<file path="config.mk">
export PLATFORM = sky130hd
export DESIGN_NAME = txdh_top
export DESIGN_NICKNAME = d
export VERILOG_FILES = /design/src/design/txdh_pkg.sv /design/src/design/txdh_align_if.sv /design/src/design/txdh_byte_out.sv /design/src/design/txdh_top.sv
export SDC_FILE = /design/constraint.sdc
export NUM_CORES = 1
export LEC_CHECK = 0
export BUFFER_PORTS_ARGS = -buffer_cell sky130_fd_sc_hd__buf_2
export CAP_MARGIN = 20
export CORE_MARGIN = 2
export CORE_UTILIZATION = 34
export DETAILED_ROUTE_END_ITERATION = 16
export HOLD_SLACK_MARGIN = 0.02
export PLACE_DENSITY = 0.61
export SLEW_MARGIN = 15
export SYNTH_ARGS = -nofsm -noshare
export SYNTH_HDL_FRONTEND = slang
export SYNTH_SLANG_ARGS = --single-unit
</file>
<file path="constraint.sdc">
create_clock -name clk_sys -period 4.9 [get_ports clk_sys]
set_input_delay 0.245 -clock clk_sys [delete_from_list [all_inputs] [get_ports clk_sys]]
set_output_delay 0.245 -clock clk_sys [all_outputs]
set_load 0.005 [all_outputs]
</file>
<file path="src/design/txdh_pkg.sv">
package txdh_pkg;

  // apb register byte offsets
  localparam logic [7:0] REG_CTRL   = 8'h00;
  localparam logic [7:0] REG_BASE   = 8'h04;
  localparam logic [7:0] REG_CUR    = 8'h08;
  localparam logic [7:0] REG_ISTAT  = 8'h0C;
  localparam logic [7:0] REG_IMASK  = 8'h10;
  localparam logic [7:0] REG_STATE  = 8'h14;

  // control register fields
  localparam int CTRL_ENABLE = 0;
  localparam int CTRL_POLL   = 1;

  // interrupt status fields
  localparam int IRQ_DONE  = 0;
  localparam int IRQ_UNAV  = 1;
  localparam int IRQ_ERR   = 2;
  localparam int IRQ_W     = 3;

  // descriptor word offsets, descriptor stride
  localparam logic [31:0] DESC_W0     = 32'h0000_0000;
  localparam logic [31:0] DESC_W1     = 32'h0000_0004;
  localparam logic [31:0] DESC_W2     = 32'h0000_0008;
  localparam logic [31:0] DESC_W3     = 32'h0000_000C;
  localparam logic [31:0] DESC_STRIDE = 32'h0000_0010;

  // tx_desc_word0 fields
  localparam int W0_OWN    = 31;
  localparam int W0_URC_HI = 23;
  localparam int W0_URC_LO = 22;
  localparam int W0_ERSUM  = 15;
  localparam int W0_JABT   = 14;
  localparam int W0_CDROP  = 11;
  localparam int W0_NC     = 10;
  localparam int W0_LCOL   = 9;
  localparam int W0_XCOL   = 8;
  localparam int W0_HBF    = 7;
  localparam int W0_COL_HI = 6;
  localparam int W0_COL_LO = 3;
  localparam int W0_URERR  = 1;
  localparam int W0_DEFER  = 0;

  // tx_desc_word1 fields
  localparam int W1_IRQ    = 31;
  localparam int W1_LAST   = 30;
  localparam int W1_FIRST  = 29;
  localparam int W1_NOCRC  = 26;
  localparam int W1_WRAP   = 25;
  localparam int W1_CHAIN  = 24;
  localparam int W1_NOPAD  = 23;
  localparam int W1_BS2_HI = 21;
  localparam int W1_BS2_LO = 11;
  localparam int W1_BS1_HI = 10;
  localparam int W1_BS1_LO = 0;
  localparam int LEN_W     = 11;

  // status bits of one frame, as reported by the mac
  typedef struct packed {
    logic [1:0] underrun_count;
    logic       jabber_timeout;
    logic       carrier_dropped;
    logic       carrier_absent;
    logic       late_collision;
    logic       excess_collision;
    logic       heartbeat_fail;
    logic [3:0] collision_count;
    logic       underrun_error;
    logic       tx_postponed;
  } txdh_mac_stat_t;

endpackage

</file>
<file path="src/design/txdh_align_if.sv">
interface txdh_align_if;
  logic        load;
  logic [31:0] word;
  logic [1:0]  off;
  logic [2:0]  cnt;
  logic        sof;
  logic        eof;
  logic        busy;

  modport ctl (output load, word, off, cnt, sof, eof, input busy);
  modport aln (input load, word, off, cnt, sof, eof, output busy);
endinterface

</file>
<file path="src/design/txdh_byte_out.sv">
module txdh_byte_out
  import txdh_pkg::*;
(
  input  wire logic       clk_sys,
  input  wire logic       reset,
  txdh_align_if.aln       a,
  input  wire logic       tx_ready,
  output logic      [7:0] tx_data_ff,
  output logic            tx_valid_ff,
  output logic            tx_first_ff,
  output logic            tx_last_ff
);

  logic [31:0] word_ff;
  logic [1:0]  idx_ff;
  logic [2:0]  left_ff;
  logic        eof_ff;
  logic        busy_ff;

  assign a.busy = busy_ff;

  // shift bytes of one word out from any start lane
  always_ff @(posedge clk_sys)
  begin
    if (reset)
    begin
      word_ff     <= 32'h0000_0000;
      idx_ff      <= 2'h0;
      left_ff     <= 3'h0;
      eof_ff      <= 1'b0;
      busy_ff     <= 1'b0;
      tx_data_ff  <= 8'h00;
      tx_valid_ff <= 1'b0;
      tx_first_ff <= 1'b0;
      tx_last_ff  <= 1'b0;
    end
    else if (a.load)
    begin
      word_ff     <= a.word;
      tx_data_ff  <= a.word[{a.off, 3'b000} +: 8];
      idx_ff      <= a.off + 2'h1;
      left_ff     <= a.cnt - 3'h1;
      eof_ff      <= a.eof;
      busy_ff     <= 1'b1;
      tx_valid_ff <= 1'b1;
      tx_first_ff <= a.sof;
      tx_last_ff  <= a.eof && (a.cnt == 3'h1);
    end
    else if (tx_valid_ff && tx_ready)
    begin
      if (left_ff != 3'h0)
      begin
        tx_data_ff  <= word_ff[{idx_ff, 3'b000} +: 8];
        idx_ff      <= idx_ff + 2'h1;
        left_ff     <= left_ff - 3'h1;
        tx_first_ff <= 1'b0;
        tx_last_ff  <= eof_ff && (left_ff == 3'h1);
      end
      else
      begin
        // word drained: control may load the next one
        busy_ff     <= 1'b0;
        tx_valid_ff <= 1'b0;
        tx_first_ff <= 1'b0;
        tx_last_ff  <= 1'b0;
      end
    end
  end

endmodule

</file>
<file path="src/design/txdh_top.sv">
module txdh_top
  import txdh_pkg::*;
(
  input  wire logic        clk_sys,
  input  wire logic        reset,
  input  wire logic        psel,
  input  wire logic        penable,
  input  wire logic        pwrite,
  input  wire logic [31:0] paddr,
  input  wire logic [31:0] pwdata,
  output logic      [31:0] prdata,
  output logic             pready,
  output logic             pslverr,
  output logic             mem_req,
  output logic             mem_we,
  output logic      [31:0] mem_addr,
  output logic      [31:0] mem_wdata,
  input  wire logic        mem_ack,
  input  wire logic [31:0] mem_rdata,
  output logic      [7:0]  tx_data,
  output logic             tx_valid,
  output logic             tx_first,
  output logic             tx_last,
  output logic             tx_no_crc,
  output logic             tx_no_pad,
  input  wire logic        tx_ready,
  input  wire logic        mac_done,
  input  wire txdh_mac_stat_t mac_stat,
  output logic             irq
);

  typedef enum logic [2:0] {
    S_IDLE, S_RD, S_CHECK, S_BUF_SEL, S_BUF_RD, S_BUF_WAIT, S_WAIT_MAC, S_WB
  } txdh_state_t;

  txdh_state_t    state_ff;
  logic [31:0]    prdata_ff;
  logic           pready_ff;
  logic           pslverr_ff;
  logic           enable_ff;
  logic           poll_ff;
  logic [31:0]    base_ff;
  logic [31:0]    cur_ff;
  logic [IRQ_W-1:0] istat_ff;
  logic [IRQ_W-1:0] imask_ff;
  logic [IRQ_W-1:0] irq_set;
  logic           irq_ff;
  logic           suspended_ff;
  logic [31:0]    w0_ff;
  logic [31:0]    w1_ff;
  logic [31:0]    w2_ff;
  logic [31:0]    w3_ff;
  logic [1:0]     widx_ff;
  logic           sel_ff;
  logic [31:0]    ptr_ff;
  logic [LEN_W-1:0] rem_ff;
  logic           sof_pend_ff;
  logic [31:0]    stat_word_ff;
  logic           no_crc_ff;
  logic           no_pad_ff;
  logic           mem_req_ff;
  logic           mem_we_ff;
  logic [31:0]    mem_addr_ff;
  logic [31:0]    mem_wdata_ff;
  logic           wr_done;
  logic           acc;
  logic           chain_eff;
  logic [2:0]     avail;
  logic [2:0]     nbytes;
  logic           desc_end;

  txdh_align_if u_if ();

  txdh_byte_out u_out (
    .clk_sys     (clk_sys),
    .reset       (reset),
    .a           (u_if.aln),
    .tx_ready    (tx_ready),
    .tx_data_ff  (tx_data),
    .tx_valid_ff (tx_valid),
    .tx_first_ff (tx_first),
    .tx_last_ff  (tx_last)
  );

  // error summary is the or of the six fault bits
  function automatic logic err_sum(input txdh_mac_stat_t s);
    err_sum = s.underrun_error | s.excess_collision | s.late_collision
            | s.carrier_absent | s.carrier_dropped | s.jabber_timeout;
  endfunction

  // build tx_desc_word0 for write-back; ownership always clear
  function automatic logic [31:0] pack_w0(input txdh_mac_stat_t s);
    logic [31:0] w;
    w = 32'h0000_0000;
    w[W0_URC_HI:W0_URC_LO] = s.underrun_count;
    w[W0_ERSUM] = err_sum(s);
    w[W0_JABT] = s.jabber_timeout;
    w[W0_CDROP] = s.carrier_dropped;
    w[W0_NC] = s.carrier_absent;
    w[W0_LCOL] = s.late_collision;
    w[W0_XCOL] = s.excess_collision;
    w[W0_HBF] = s.heartbeat_fail;
    w[W0_COL_HI:W0_COL_LO] = s.collision_count;
    w[W0_URERR] = s.underrun_error;
    w[W0_DEFER] = s.tx_postponed;
    pack_w0 = w;
  endfunction

  assign prdata    = prdata_ff;
  assign pready    = pready_ff;
  assign pslverr   = pslverr_ff;
  assign mem_req   = mem_req_ff;
  assign mem_we    = mem_we_ff;
  assign mem_addr  = mem_addr_ff;
  assign mem_wdata = mem_wdata_ff;
  assign tx_no_crc = no_crc_ff;
  assign tx_no_pad = no_pad_ff;
  assign irq       = irq_ff;

  // wrap wins, so the chain link only counts without it
  assign chain_eff = w1_ff[W1_CHAIN] && !w1_ff[W1_WRAP];
  assign avail     = 3'h4 - {1'b0, ptr_ff[1:0]};
  assign nbytes    = (rem_ff < LEN_W'(avail)) ? rem_ff[2:0] : avail;
  // last chunk of this descriptor's data
  assign desc_end  = (rem_ff == LEN_W'(nbytes))
                  && (sel_ff || chain_eff
                      || w1_ff[W1_BS2_HI:W1_BS2_LO] == '0);
  assign acc       = psel && penable && pready_ff;
  assign wr_done   = acc && pwrite;

  // apb: one wait state, so prdata always comes from a flop
  always_ff @(posedge clk_sys)
  begin
    if (reset)
    begin
      pready_ff  <= 1'b0;
      prdata_ff  <= 32'h0000_0000;
      pslverr_ff <= 1'b0;
    end
    else if (psel && penable && !pready_ff)
    begin
      pready_ff  <= 1'b1;
      pslverr_ff <= 1'b0;
      prdata_ff  <= 32'h0000_0000;
      unique case (paddr[7:0])
        REG_CTRL:  prdata_ff[CTRL_ENABLE] <= enable_ff;
        REG_BASE:  prdata_ff <= base_ff;
        REG_CUR:   prdata_ff <= cur_ff;
        REG_ISTAT: prdata_ff[IRQ_W-1:0] <= istat_ff;
        REG_IMASK: prdata_ff[IRQ_W-1:0] <= imask_ff;
        REG_STATE: prdata_ff[1:0] <= {suspended_ff, state_ff != S_IDLE};
        default:   pslverr_ff <= 1'b1;
      endcase
      if (paddr[31:8] != 24'h00_0000)
        pslverr_ff <= 1'b1;
    end
    else
    begin
      pready_ff  <= 1'b0;
      pslverr_ff <= 1'b0;
    end
  end

  // software control registers; writes land on the ready edge
  always_ff @(posedge clk_sys)
  begin
    if (reset)
    begin
      enable_ff <= 1'b0;
      poll_ff   <= 1'b0;
      base_ff   <= 32'h0000_0000;
      imask_ff  <= '0;
    end
    else
    begin
      poll_ff <= 1'b0;
      if (wr_done && !pslverr_ff)
      begin
        unique case (paddr[7:0])
          REG_CTRL:
          begin
            enable_ff <= pwdata[CTRL_ENABLE];
            poll_ff   <= pwdata[CTRL_POLL];
          end
          REG_BASE:  base_ff  <= {pwdata[31:2], 2'b00};
          REG_IMASK: imask_ff <= pwdata[IRQ_W-1:0];
          default:   ;
        endcase
      end
    end
  end

  // sticky events, write one to clear; a new event beats the clear
  always_ff @(posedge clk_sys)
  begin
    if (reset)
    begin
      istat_ff <= '0;
      irq_ff   <= 1'b0;
    end
    else
    begin
      if (wr_done && !pslverr_ff && paddr[7:0] == REG_ISTAT)
        istat_ff <= (istat_ff & ~pwdata[IRQ_W-1:0]) | irq_set;
      else
        istat_ff <= istat_ff | irq_set;
      irq_ff <= |((istat_ff | irq_set) & imask_ff);
    end
  end

  // event decode from the descriptor engine
  always_comb
  begin
    irq_set = '0;
    if (state_ff == S_CHECK && !w0_ff[W0_OWN])
      irq_set[IRQ_UNAV] = 1'b1;
    if (state_ff == S_WB && mem_ack && mem_req_ff)
    begin
      irq_set[IRQ_DONE] = w1_ff[W1_IRQ];
      irq_set[IRQ_ERR]  = stat_word_ff[W0_ERSUM];
    end
  end

  // descriptor engine
  always_ff @(posedge clk_sys)
  begin
    if (reset)
    begin
      state_ff     <= S_IDLE;
      cur_ff       <= 32'h0000_0000;
      suspended_ff <= 1'b0;
      w0_ff        <= 32'h0000_0000;
      w1_ff        <= 32'h0000_0000;
      w2_ff        <= 32'h0000_0000;
      w3_ff        <= 32'h0000_0000;
      widx_ff      <= 2'h0;
      sel_ff       <= 1'b0;
      ptr_ff       <= 32'h0000_0000;
      rem_ff       <= '0;
      sof_pend_ff  <= 1'b0;
      stat_word_ff <= 32'h0000_0000;
      no_crc_ff    <= 1'b0;
      no_pad_ff    <= 1'b0;
      mem_req_ff   <= 1'b0;
      mem_we_ff    <= 1'b0;
      mem_addr_ff  <= 32'h0000_0000;
      mem_wdata_ff <= 32'h0000_0000;
      u_if.load    <= 1'b0;
      u_if.word    <= 32'h0000_0000;
      u_if.off     <= 2'h0;
      u_if.cnt     <= 3'h0;
      u_if.sof     <= 1'b0;
      u_if.eof     <= 1'b0;
    end
    else
    begin
      u_if.load <= 1'b0;
      // a refused write must not move the descriptor pointer
      if (wr_done && !pslverr_ff && paddr[7:0] == REG_BASE
          && state_ff == S_IDLE)
        cur_ff <= {pwdata[31:2], 2'b00};
      unique case (state_ff)
        S_IDLE:
        begin
          if (poll_ff)
            suspended_ff <= 1'b0;
          if (enable_ff && (poll_ff || !suspended_ff))
          begin
            widx_ff  <= 2'h0;
            state_ff <= S_RD;
          end
        end
        // fetch the four descriptor words in turn
        S_RD:
        begin
          if (!mem_req_ff)
          begin
            mem_req_ff  <= 1'b1;
            mem_we_ff   <= 1'b0;
            mem_addr_ff <= cur_ff + {28'h000_0000, widx_ff, 2'b00};
          end
          else if (mem_ack)
          begin
            mem_req_ff <= 1'b0;
            unique case (widx_ff)
              2'h0: w0_ff <= mem_rdata;
              2'h1: w1_ff <= mem_rdata;
              2'h2: w2_ff <= mem_rdata;
              2'h3: w3_ff <= mem_rdata;
            endcase
            widx_ff <= widx_ff + 2'h1;
            if (widx_ff == 2'h3)
              state_ff <= S_CHECK;
          end
        end
        S_CHECK:
        begin
          if (!w0_ff[W0_OWN])
          begin
            suspended_ff <= 1'b1;
            state_ff     <= S_IDLE;
          end
          else
          begin
            // owned by the device: start on buffer 1
            sel_ff   <= 1'b0;
            ptr_ff   <= w2_ff;
            rem_ff   <= w1_ff[W1_BS1_HI:W1_BS1_LO];
            state_ff <= S_BUF_SEL;
            if (w1_ff[W1_FIRST])
            begin
              sof_pend_ff <= 1'b1;
              no_crc_ff   <= w1_ff[W1_NOCRC];
              no_pad_ff   <= w1_ff[W1_NOPAD];
            end
          end
        end
        S_BUF_SEL:
        begin
          if (rem_ff != '0)
            state_ff <= S_BUF_RD;
          else if (!sel_ff && !chain_eff)
          begin
            sel_ff <= 1'b1;
            ptr_ff <= w3_ff;
            rem_ff <= w1_ff[W1_BS2_HI:W1_BS2_LO];
          end
          else if (w1_ff[W1_LAST])
            state_ff <= S_WAIT_MAC;
          else
          begin
            stat_word_ff <= 32'h0000_0000;
            state_ff     <= S_WB;
          end
        end
        // aligned word read, lanes picked by the low pointer bits
        S_BUF_RD:
        begin
          if (!mem_req_ff)
          begin
            mem_req_ff  <= 1'b1;
            mem_we_ff   <= 1'b0;
            mem_addr_ff <= {ptr_ff[31:2], 2'b00};
          end
          else if (mem_ack)
          begin
            mem_req_ff  <= 1'b0;
            u_if.load   <= 1'b1;
            u_if.word   <= mem_rdata;
            u_if.off    <= ptr_ff[1:0];
            u_if.cnt    <= nbytes;
            u_if.sof    <= sof_pend_ff;
            u_if.eof    <= w1_ff[W1_LAST] && desc_end;
            sof_pend_ff <= 1'b0;
            ptr_ff      <= ptr_ff + {29'h0000_0000, nbytes};
            rem_ff      <= rem_ff - LEN_W'(nbytes);
            state_ff    <= S_BUF_WAIT;
          end
        end
        S_BUF_WAIT:
        begin
          if (!u_if.load && !u_if.busy)
            state_ff <= S_BUF_SEL;
        end
        // status comes only after the frame's final segment
        S_WAIT_MAC:
        begin
          if (mac_done)
          begin
            stat_word_ff <= pack_w0(mac_stat);
            state_ff     <= S_WB;
          end
        end
        S_WB:
        begin
          if (!mem_req_ff)
          begin
            mem_req_ff   <= 1'b1;
            mem_we_ff    <= 1'b1;
            mem_addr_ff  <= cur_ff + DESC_W0;
            mem_wdata_ff <= stat_word_ff;
          end
          else if (mem_ack)
          begin
            mem_req_ff <= 1'b0;
            mem_we_ff  <= 1'b0;
            widx_ff    <= 2'h0;
            state_ff   <= enable_ff ? S_RD : S_IDLE;
            if (w1_ff[W1_WRAP])
              cur_ff <= base_ff;
            else if (chain_eff)
              cur_ff <= {w3_ff[31:2], 2'b00};
            else
              cur_ff <= cur_ff + DESC_STRIDE;
          end
        end
        default: state_ff <= S_IDLE;
      endcase
    end
  end

endmodule

</file>
==> metrics, run 1 <==
skew final approximately 0.034 ns; HP Start paddr[17]; crit-path cells inv_1, ha_1, nor2b_1, o21ai_0, a211oi_1, o21ai_0, ha_1, ha_1, nor3_1, nor2_1, buf_4, inv_1, nor3_2, nand2_1, a2111oi_2; WS Path Type reg2reg; Slew HR 0.252; Critical Path Start Type flip-flop; syn_area_per_cell roughly 7.9 µm²; worst r2r src ptr_ff[1]; final worst path period share 0.910; share of layout cells above drive strength 1 0.143; Power Dens Cells 302 nW/µm²; Min-Delay Endpoint pslverr; ANT nets after route 0; Synth Area in Adders 0.0132; vias in the first global route 18551; Post-CTS Setup Bufs 0; Syn-to-layout area delta 20.1%; via/cell ratio approximately 5.7; crit path DAT between 4 and 5 ns; DRT Pass-1 Iters 5; # hold bufs at CTS 83; area leader, netlist dfxtp_1; row cnt 87; most frequent cell after synthesis nand2_1; FILL cells 5753; DRT iter0 DRCs 2137; antenna violations before repair 0; FF-to-FF End ptr_ff[22]; Post-Synth Simple-Gate Area 0.226; Sink Count 405; mux contribution to synthesized area 0.0534; CTS tree done; Setup TNS 0 ns; clk_lat worst skew 0.62 ns; mapped cell area 19600 µm²; post-CTS sizing 0; maximum vdd drop 0.000255 V; Least-Margin Pin Slew 1.12 ns; diode count 0; Reg2Reg Setup Slack 0.44 ns; I/O pin count roughly 230; first-pass GRT wire length 112000 µm; EDFF count, synth 0; Synth Area in Compound Gates 0.221; status completed; Die Y 244 µm; Async SR Flop Fraction 0; clock-pin transition on the worst setup and hold timing paths 0.06 ns; Final min period 4.46 ns; Most used DFF post-synth dfxtp_1; final hold slack 0.0419 ns; CTS H-tree lvls 2; Die Width 244 µm; Slowest-stage cell, CP o21ai_0; Seq cells post-synth 405; vias after detailed routing 19598; # DRC 0; top post-synthesis cells by area dfxtp_1 (41%), nand2_1 (9.1%), a21oi_1 (7.2%), nor2_1 (4.7%), clkbuf_1 (3.6%); # nets final 2802; final wirelength between 70000 and 80000 µm; largest family of logic cells by synthesized area simple AND/OR/NAND/NOR gates; Critical Path Sink Type flip-flop; share of Yosys cell area claimed by the top area cell type 0.414; endpoints failing setup 0; synth unique cells 85; Hold Path Stages 5; Worst Hold Class in2reg; Max Buffers Root-to-Sink 3; CTS buffer count 46; Die ar. 59500 µm²; Mapped Cells roughly 2500; post-layout util 0.415; Root Driver clkbuf_16; Fmax achieved 0.224 GHz; routed len/inst 21.7 µm; core area 56700 µm²; post-synthesis sequential area ratio 0.414; max-slew violations 0; CP required ~5.4 ns; Initial Utilization 0.345; Port Buf Inserts around 210; largest net degree at the start of global routing 107; R2R cell count 15; gpl congestion roughly 0.94; Worst path max stage delay 0.58 ns; GRT Overall Usage 0.242; most frequent cells after synthesis nand2_1 (477), dfxtp_1 (405), a21oi_1 (281); maximum fanout along the worst path 8; hpwl dp 53200 µm; RSZ-0062 raised after global routing no; Final Hold Vio Count 0; Max Cap Viol 0; leakage power 8.15 nW; GRT overflow 0; xor/xnor share of the synthesized area 0.0197; Crit path top cell by count ha_1; Ys Warns 0
[routing by layer]
metal,wire length (µm),part of all wire,vias to the layer above,GRT usage
met4,2960,0.039,0,0.102
met3,5080,0.068,134,0.0371
met5,0,0,-,0
met2,35400,0.47,816,0.402
met1,31600,0.42,9470,0.312
li1,-,-,9178,-
[cell families (layout without fill, tap and decap cells)]
kind of cell / after synthesis / after routing
AND/OR/NAND/NOR: 1011 / 1011
AO/OA/AOI/OAI: 661 / 661
flip-flops: 405 / 405
buffers and inverters: 257 / 456
multiplexers: 84 / 84
XOR/XNOR: 44 / 44
adder cells (fa/ha/maj): 20 / 20
other: 1 / 17
[through the flow]
step | power, mW | cells | setup WS (ns) | instance area [µm²]
finish | 7.09 | 3454 | 0.439 | 23500
global route | 7.29 | 3454 | 0.0289 | 23500
CTS | 7.13 | 3451 | 0.486 | 23500
detailed placement | 3.62 | 3286 | 0.518 | 21100
global placement | 3.62 | 3283 | 0.479 | 21100
floorplan | 3.49 | 2499 | 0.890 | 19600
[final cells by class]
type | count | area (µm²) | share of cell area
Inverter | 31 | 116 | 0.00495
Multi-Input combinational cell | 1837 | 10500 | 0.448
Tap cell | 756 | 946 | 0.0402
Clock buffer | 67 | 1330 | 0.0566
Timing Repair Buffer | 343 | 2290 | 0.0976
Clock inverter | 15 | 179 | 0.00761
Sequential cell | 405 | 8110 | 0.345
[state kept, by name, summed over array words and instances (netlist names), 15 cells and up]
name	flops
u_if.word	32
prdata	32
w1_ff	29
stat_word_ff	15
w3_ff	32
cur_ff	32
w2_ff	32
ptr_ff	32
u_out.word_ff	32
mem_wdata	15
base_ff	30
mem_addr	32
[worst max path at each step]
stage	startpoint	endpoint	slack (ns)	cells after the start
4_1_cts	ptr_ff[1]	ptr_ff[22]	0.49	15
5_1_grt	ptr_ff[1]	ptr_ff[22]	0.03	16
2_1_floorplan	ptr_ff[1]	ptr_ff[12]	0.89	15
3_5_place_dp	ptr_ff[1]	ptr_ff[22]	0.52	15
6_report	ptr_ff[1]	ptr_ff[22]	0.44	15
3_3_place_gp	ptr_ff[1]	ptr_ff[12]	0.48	16
[critical path, delay by kind of cell (launching register included)]
| kind | cells | cell delay (ns) |
|---|---|---|
| buffers and inverters | 3 | 0.43 |
| and+or+nand+nor | 5 | 0.88 |
| AOI/OAI and AO/OA | 4 | 1.61 |
| adders and majority gates | 3 | 0.99 |
| DFF | 1 | 0.44 |
[layout by cell type (no fill, tap or decap), drive strengths merged, types with 15 or more instances in the layout]
master	instances
nor4	26
buf	260
mux4	16
nor3	80
inv	34
and2	16
clkbuf	67
a22oi	38
mux2i	65
nand4	20
xor2	15
nand3	73
xnor2	29
dfxtp	405
ha	19
o22ai	20
o311ai	16
nor2	243
o21ai	79
a211oi	44
nand2	477
dlygate4sd3	83
a21oi	281
conb	17
a221oi	53
[where the power goes]
group	leakage (nW)	total, mW	internal [mW]	switching, mW
clock network	0.742	3.49	2.00	1.49
registers	3.27	3.32	3.31	0.00810
logic	4.14	0.285	0.114	0.171
total	8.15	7.09	5.43	1.67
Note: power is estimated with default switching activity, not from simulation.
==> run 2: changes to the inputs <==
- CTS_BUF_LIST: not set -> sky130_fd_sc_hd__clkbuf_4 sky130_fd_sc_hd__clkbuf_8
==> run 2 against run 1 <==
Sequential cell count is the same. Maximum frequency increased by 0.46%. Largest cell class unchanged. Combinational power is essentially flat. Highest routed layer unchanged. Critical endpoint unchanged.
==> metrics, run 2 (synthesis results as in run 1) <==
status completed; CTS tree done; GRT overflow 0; commonest cells after routing, fill and taps aside nand2_1 (477), dfxtp_1 (404), a21oi_1 (281); diode count 0; Die ar. a little under 60000 µm²; Final min period 4.44 ns; post-CTS sizing 0; Max Buffers Root-to-Sink 3; gr busiest metal met2; CTS H-tree lvls 3; Fmax achieved about 0.23 GHz; Initial Utilization 0.345; R2R cell count 15; Max Cap Viol 0; CTS buffer count 74; met2 usage 0.403; leakage power 8.31 nW; RSZ-0062 raised after global routing no; clock-pin transition on the worst setup and hold timing paths 0.06 ns; # DRC 0; worst r2r src ptr_ff[1]; ANT nets after route 0; Worst Hold Class in2reg; gpl congestion approximately 0.94; Post-CTS Setup Bufs 0; via/cell ratio 5.65; Root Driver clkbuf_8; Die Y 244 µm; crit path DAT 5.02 ns; M3 GR Usage 0.0421; final hold slack 0.0348 ns; DRT Pass-1 Iters 6; Reg2Reg Setup Slack 0.46 ns; I/O pin count 232; GRT Overall Usage 0.244; core area roughly 57000 µm²; vias in the first global route approximately 19000; Final Hold Vio Count 0; antenna violations before repair 0; WS Path Type reg2reg; # nets final 2835; endpoints failing setup 0; CP required 5.48 ns; Slew HR 0.283; max-slew violations 0; HP Start paddr[1]; Port Buf Inserts 214; Finished Layout Cells between 3000 and 4000; vias after detailed routing 19811; row cnt 87; post-layout util 0.418; Syn-to-layout area delta 21.0%; Least-Margin Pin Slew 1.07 ns; first-pass GRT wire length 113000 µm; Hold Path Stages 4; commonest non-fill, non-tap cell in the layout nand2_1; maximum fanout along the worst path 8; Power Dens Cells 303 nW/µm²; placed instance count 3286; maximum vdd drop 0.000205 V; Die Width 244 µm; hpwl dp roughly 53000 µm; final wirelength 75400 µm; # hold bufs at CTS slightly below 90; share of layout cells above drive strength 1 0.163; skew final between 0.05 and 0.06 ns; largest net degree at the start of global routing between 100 and 150; Critical Path Start Type flip-flop; met1 Use GR 0.314; clk_lat worst skew 0.69 ns; Min-Delay Endpoint prdata[0]; routed len/inst 21.5 µm; DRT iter0 DRCs 2078; Setup TNS 0 ns; Sink Count 405; Power Total 7.18 mW; Critical Path Sink Type flip-flop; final worst path period share 0.906; FF-to-FF End ptr_ff[22]
run 2: changes by cell type in the layout (fill, tap and decap cells not counted):
cell,change
inv_16,-1
clkbuf_1,-11
inv_8,+2
clkbuf_4,+21
clkinvlp_4,-1
clkinv_2,+2
dlygate4sd3_1,+5
clkbuf_16,-46
clkinv_16,-1
bufinv_16,+1
inv_6,+1
clkinv_8,+1
clkbuf_8,+83
clkinv_4,-1
run 2: metrics by stage:
stage	worst slack, ns	instance area, µm²
after floorplan	0.890	19600
after global placement	0.479	21100
after detailed placement	0.518	21100
after CTS	0.488	23700
after global routing	0.0272	23700
final	0.460	23700
run 2: how the worst max path moves through the flow:
stage / slack, ns / startpoint / end / depth (start not counted)
floorplan: 0.89 / ptr_ff[1] / ptr_ff[12] / 15
finish: 0.46 / ptr_ff[1] / ptr_ff[22] / 15
global route: 0.03 / ptr_ff[1] / ptr_ff[22] / 16
global placement: 0.48 / ptr_ff[1] / ptr_ff[12] / 16
CTS: 0.49 / ptr_ff[1] / ptr_ff[22] / 15
detailed placement: 0.52 / ptr_ff[1] / ptr_ff[22] / 15
run 2: metal layers:
metal | up-vias | share of wire
li1 | 9274 | -
met1 | 9538 | 0.42
met2 | 842 | 0.47
met3 | 157 | 0.074
met4 | 0 | 0.038
met5 | - | 0
run 2: worst max-delay path: stages (launching register included):
cell and delay [ns]:
dfxtp_1 0.44, inv_1 0.11, ha_1 0.43, nor2b_1 0.19
o21ai_0 0.58, a211oi_1 0.31, o21ai_0 0.41, ha_1 0.28
ha_1 0.28, nor3_1 0.08, nor2_1 0.09, buf_4 0.16
inv_1 0.15, nor3_2 0.39, nand2_1 0.14, a2111oi_2 0.29
run 2: power breakdown:
| part | internal, mW | leakage [nW] | switching [mW] |
|---|---|---|---|
| logic | 0.116 | 4.17 | 0.171 |
| registers | 3.31 | 3.27 | 0.00803 |
| clock network | 2.04 | 0.875 | 1.53 |
run 2: final cells by class:
| class | count | area (µm²) |
|---|---|---|
| well taps | 756 | 946 |
| flip-flops and latches | 405 | 8110 |
| multi-input cells | 1837 | 10500 |
| clock buffers | 114 | 1440 |
| repair buffers | 348 | 2340 |
| clock inverters | 18 | 200 |
| fillers | 5774 | 33000 |
| inverters | 31 | 116 |
==> run 3: changes to the inputs <==
- clock period: 4.9 -> 5 ns (I/O delays scaled with it)
==> run 3 against run 2 <==
Final cell count down 0.23%. Register-to-register slack improved by 0.18 ns. Non-clock buffer count down 3. First-iteration DRC count grew 0.34%. Worst hold slack better by 0.0065 ns. Global-route usage down 0.23 points. Routed wire length is 1.8% lower. Clock-buffer cell count decreased by 1. Maximum frequency rose by 1.7%. Sequential share of layout area is 0.13 points higher. Die area did not move. Critical endpoint unchanged. Highest routed layer unchanged.
==> metrics, run 3 (synthesis results as in run 1) <==
largest net degree at the start of global routing 133; Die Y 244 µm; Power Total 6.94 mW; Slew HR 0.281; endpoints failing setup 0; pre-CTS WS 0.696 ns; crit path DAT 4.92 ns; final wirelength 74000 µm; leakage power about 8.2 nW; Port Buf Inserts between 200 and 250; commonest cells after routing, fill and taps aside nand2_1 (476), dfxtp_1 (404), a21oi_1 (281); Die ar. 59500 µm²; Max Buffers Root-to-Sink 3; Root Driver clkbuf_8; GRT Overall Usage 0.242; DRT iter0 DRCs 2085; first-pass GRT wire length 112000 µm; WP buf/inv 3; commonest non-fill, non-tap cell in the layout nand2_1; CTS buffer count 72; Power Dens Cells 294 nW/µm²; Crit path top cell by count ha_1; Slowest-stage cell, CP o21ai_0; gpl congestion 0.927; Syn-to-layout area delta 20.6%; vias after detailed routing about 20000; maximum fanout along the worst path 8; Least-Margin Pin Slew 1.07 ns; vias in the first global route roughly 19000; Worst path max stage delay roughly 0.55 ns; ANT nets after route 0; Top delay family on crit path compound AO/OA/AOI/OAI gates; status completed; final worst path period share 0.873; maximum vdd drop 0.000216 V; Setup TNS 0 ns; share of layout cells above drive strength 1 0.161; clock-pin transition on the worst setup and hold timing paths about 0.060 ns; Critical Path Start Type flip-flop; Fmax achieved 0.229 GHz; I/O pin count between 200 and 250; routed len/inst around 21 µm; CTS tree done; antenna violations before repair 1; Sink Count between 400 and 500; core area 56700 µm²; Critical Path Sink Type flip-flop; Max Cap Viol 0; row cnt 87; Final min period 4.37 ns; Initial Utilization 0.345; DRT Pass-1 Iters 6; final worst slack 0.635 ns; max-slew violations 0; # DRC 0; Final Cell Area between 20000 and 25000 µm²; clk_lat worst skew just under 0.7 ns; Placement Cell Area approximately 21000 µm²; Worst Hold Class in2reg; Final Hold Vio Count 0; WS Path Type reg2reg; Die Width 244 µm; hpwl dp 52300 µm; GRT overflow 0; CTS H-tree lvls 3; RSZ-0062 raised after global routing no; via/cell ratio 5.67; # nets final 2830; crit-path cells inv_1, ha_1, nor2b_1, o21ai_0, a211oi_1, o21ai_0, ha_1, ha_1, nor3_1, nor2_1, buf_4, inv_1, nor3_2, nand2_1, a2111oi_2; CP required 5.56 ns; skew final 0.0491 ns
[run 3: final timing paths]
check                 end  cells past startpoint            start  slack, ns
max            ptr_ff[22]                     15        ptr_ff[1]       0.63
min reg2reg  mem_wdata[9]                      2  stat_word_ff[9]       0.44
max reg2reg    ptr_ff[22]                     15        ptr_ff[1]       0.63
min             prdata[0]                      4         paddr[1]       0.04
[run 3: what timing repair did]
item,in CTS,in global routing
endpoints found under the setup margin,0,0
hold buffers,85,0
buffers inserted,0,0
gates resized for setup,0,0
hold endpoints to repair,210,0
[run 3: worst reg2reg max path, cell delays in order (launching register included)]
cell	delay [ns]
dfxtp_1	0.45
inv_1	0.11
ha_1	0.43
nor2b_1	0.19
o21ai_0	0.55
a211oi_1	0.30
o21ai_0	0.40
ha_1	0.28
ha_1	0.28
nor3_1	0.08
nor2_1	0.09
buf_4	0.15
inv_1	0.13
nor3_2	0.39
nand2_1	0.14
a2111oi_2	0.29
[run 3: layout make-up]
type | instances | area [µm²]
clock inverters | 13 | 161
fillers | 5705 | 33100
multi-input cells | 1837 | 10500
well taps | 756 | 946
flip-flops and latches | 405 | 8110
repair buffers | 345 | 2300
diodes | 1 | 2.50
clock buffers | 113 | 1440
inverters | 31 | 116
[run 3: metal layers]
layer | global-route usage | vias to the layer above | share of wire
met4 | 0.0927 | 0 | 0.036
met1 | 0.310 | 9505 | 0.41
met2 | 0.409 | 962 | 0.48
met3 | 0.0368 | 142 | 0.079
li1 | - | 9245 | -
met5 | 0 | - | 0
[run 3: metrics by stage]
| step | hold slack, ns | std cells | util |
|---|---|---|---|
| floorplan | 0.386 | 2499 | - |
| global route | 0.0607 | 3501 | 0.416 |
| CTS | 0.0219 | 3498 | 0.416 |
| global placement | 0.416 | 3285 | 0.372 |
| finish | 0.0413 | 3501 | 0.416 |
| detailed placement | 0.428 | 3287 | 0.373 |
[run 3: power breakdown]
group | internal [mW] | total, mW | switching, mW | leakage [nW]
sequential | 3.24 | 3.25 | 0.00808 | 3.27
clock | 1.94 | 3.41 | 1.47 | 0.839
combinational | 0.112 | 0.277 | 0.165 | 4.14
total | 5.30 | 6.94 | 1.64 | 8.25
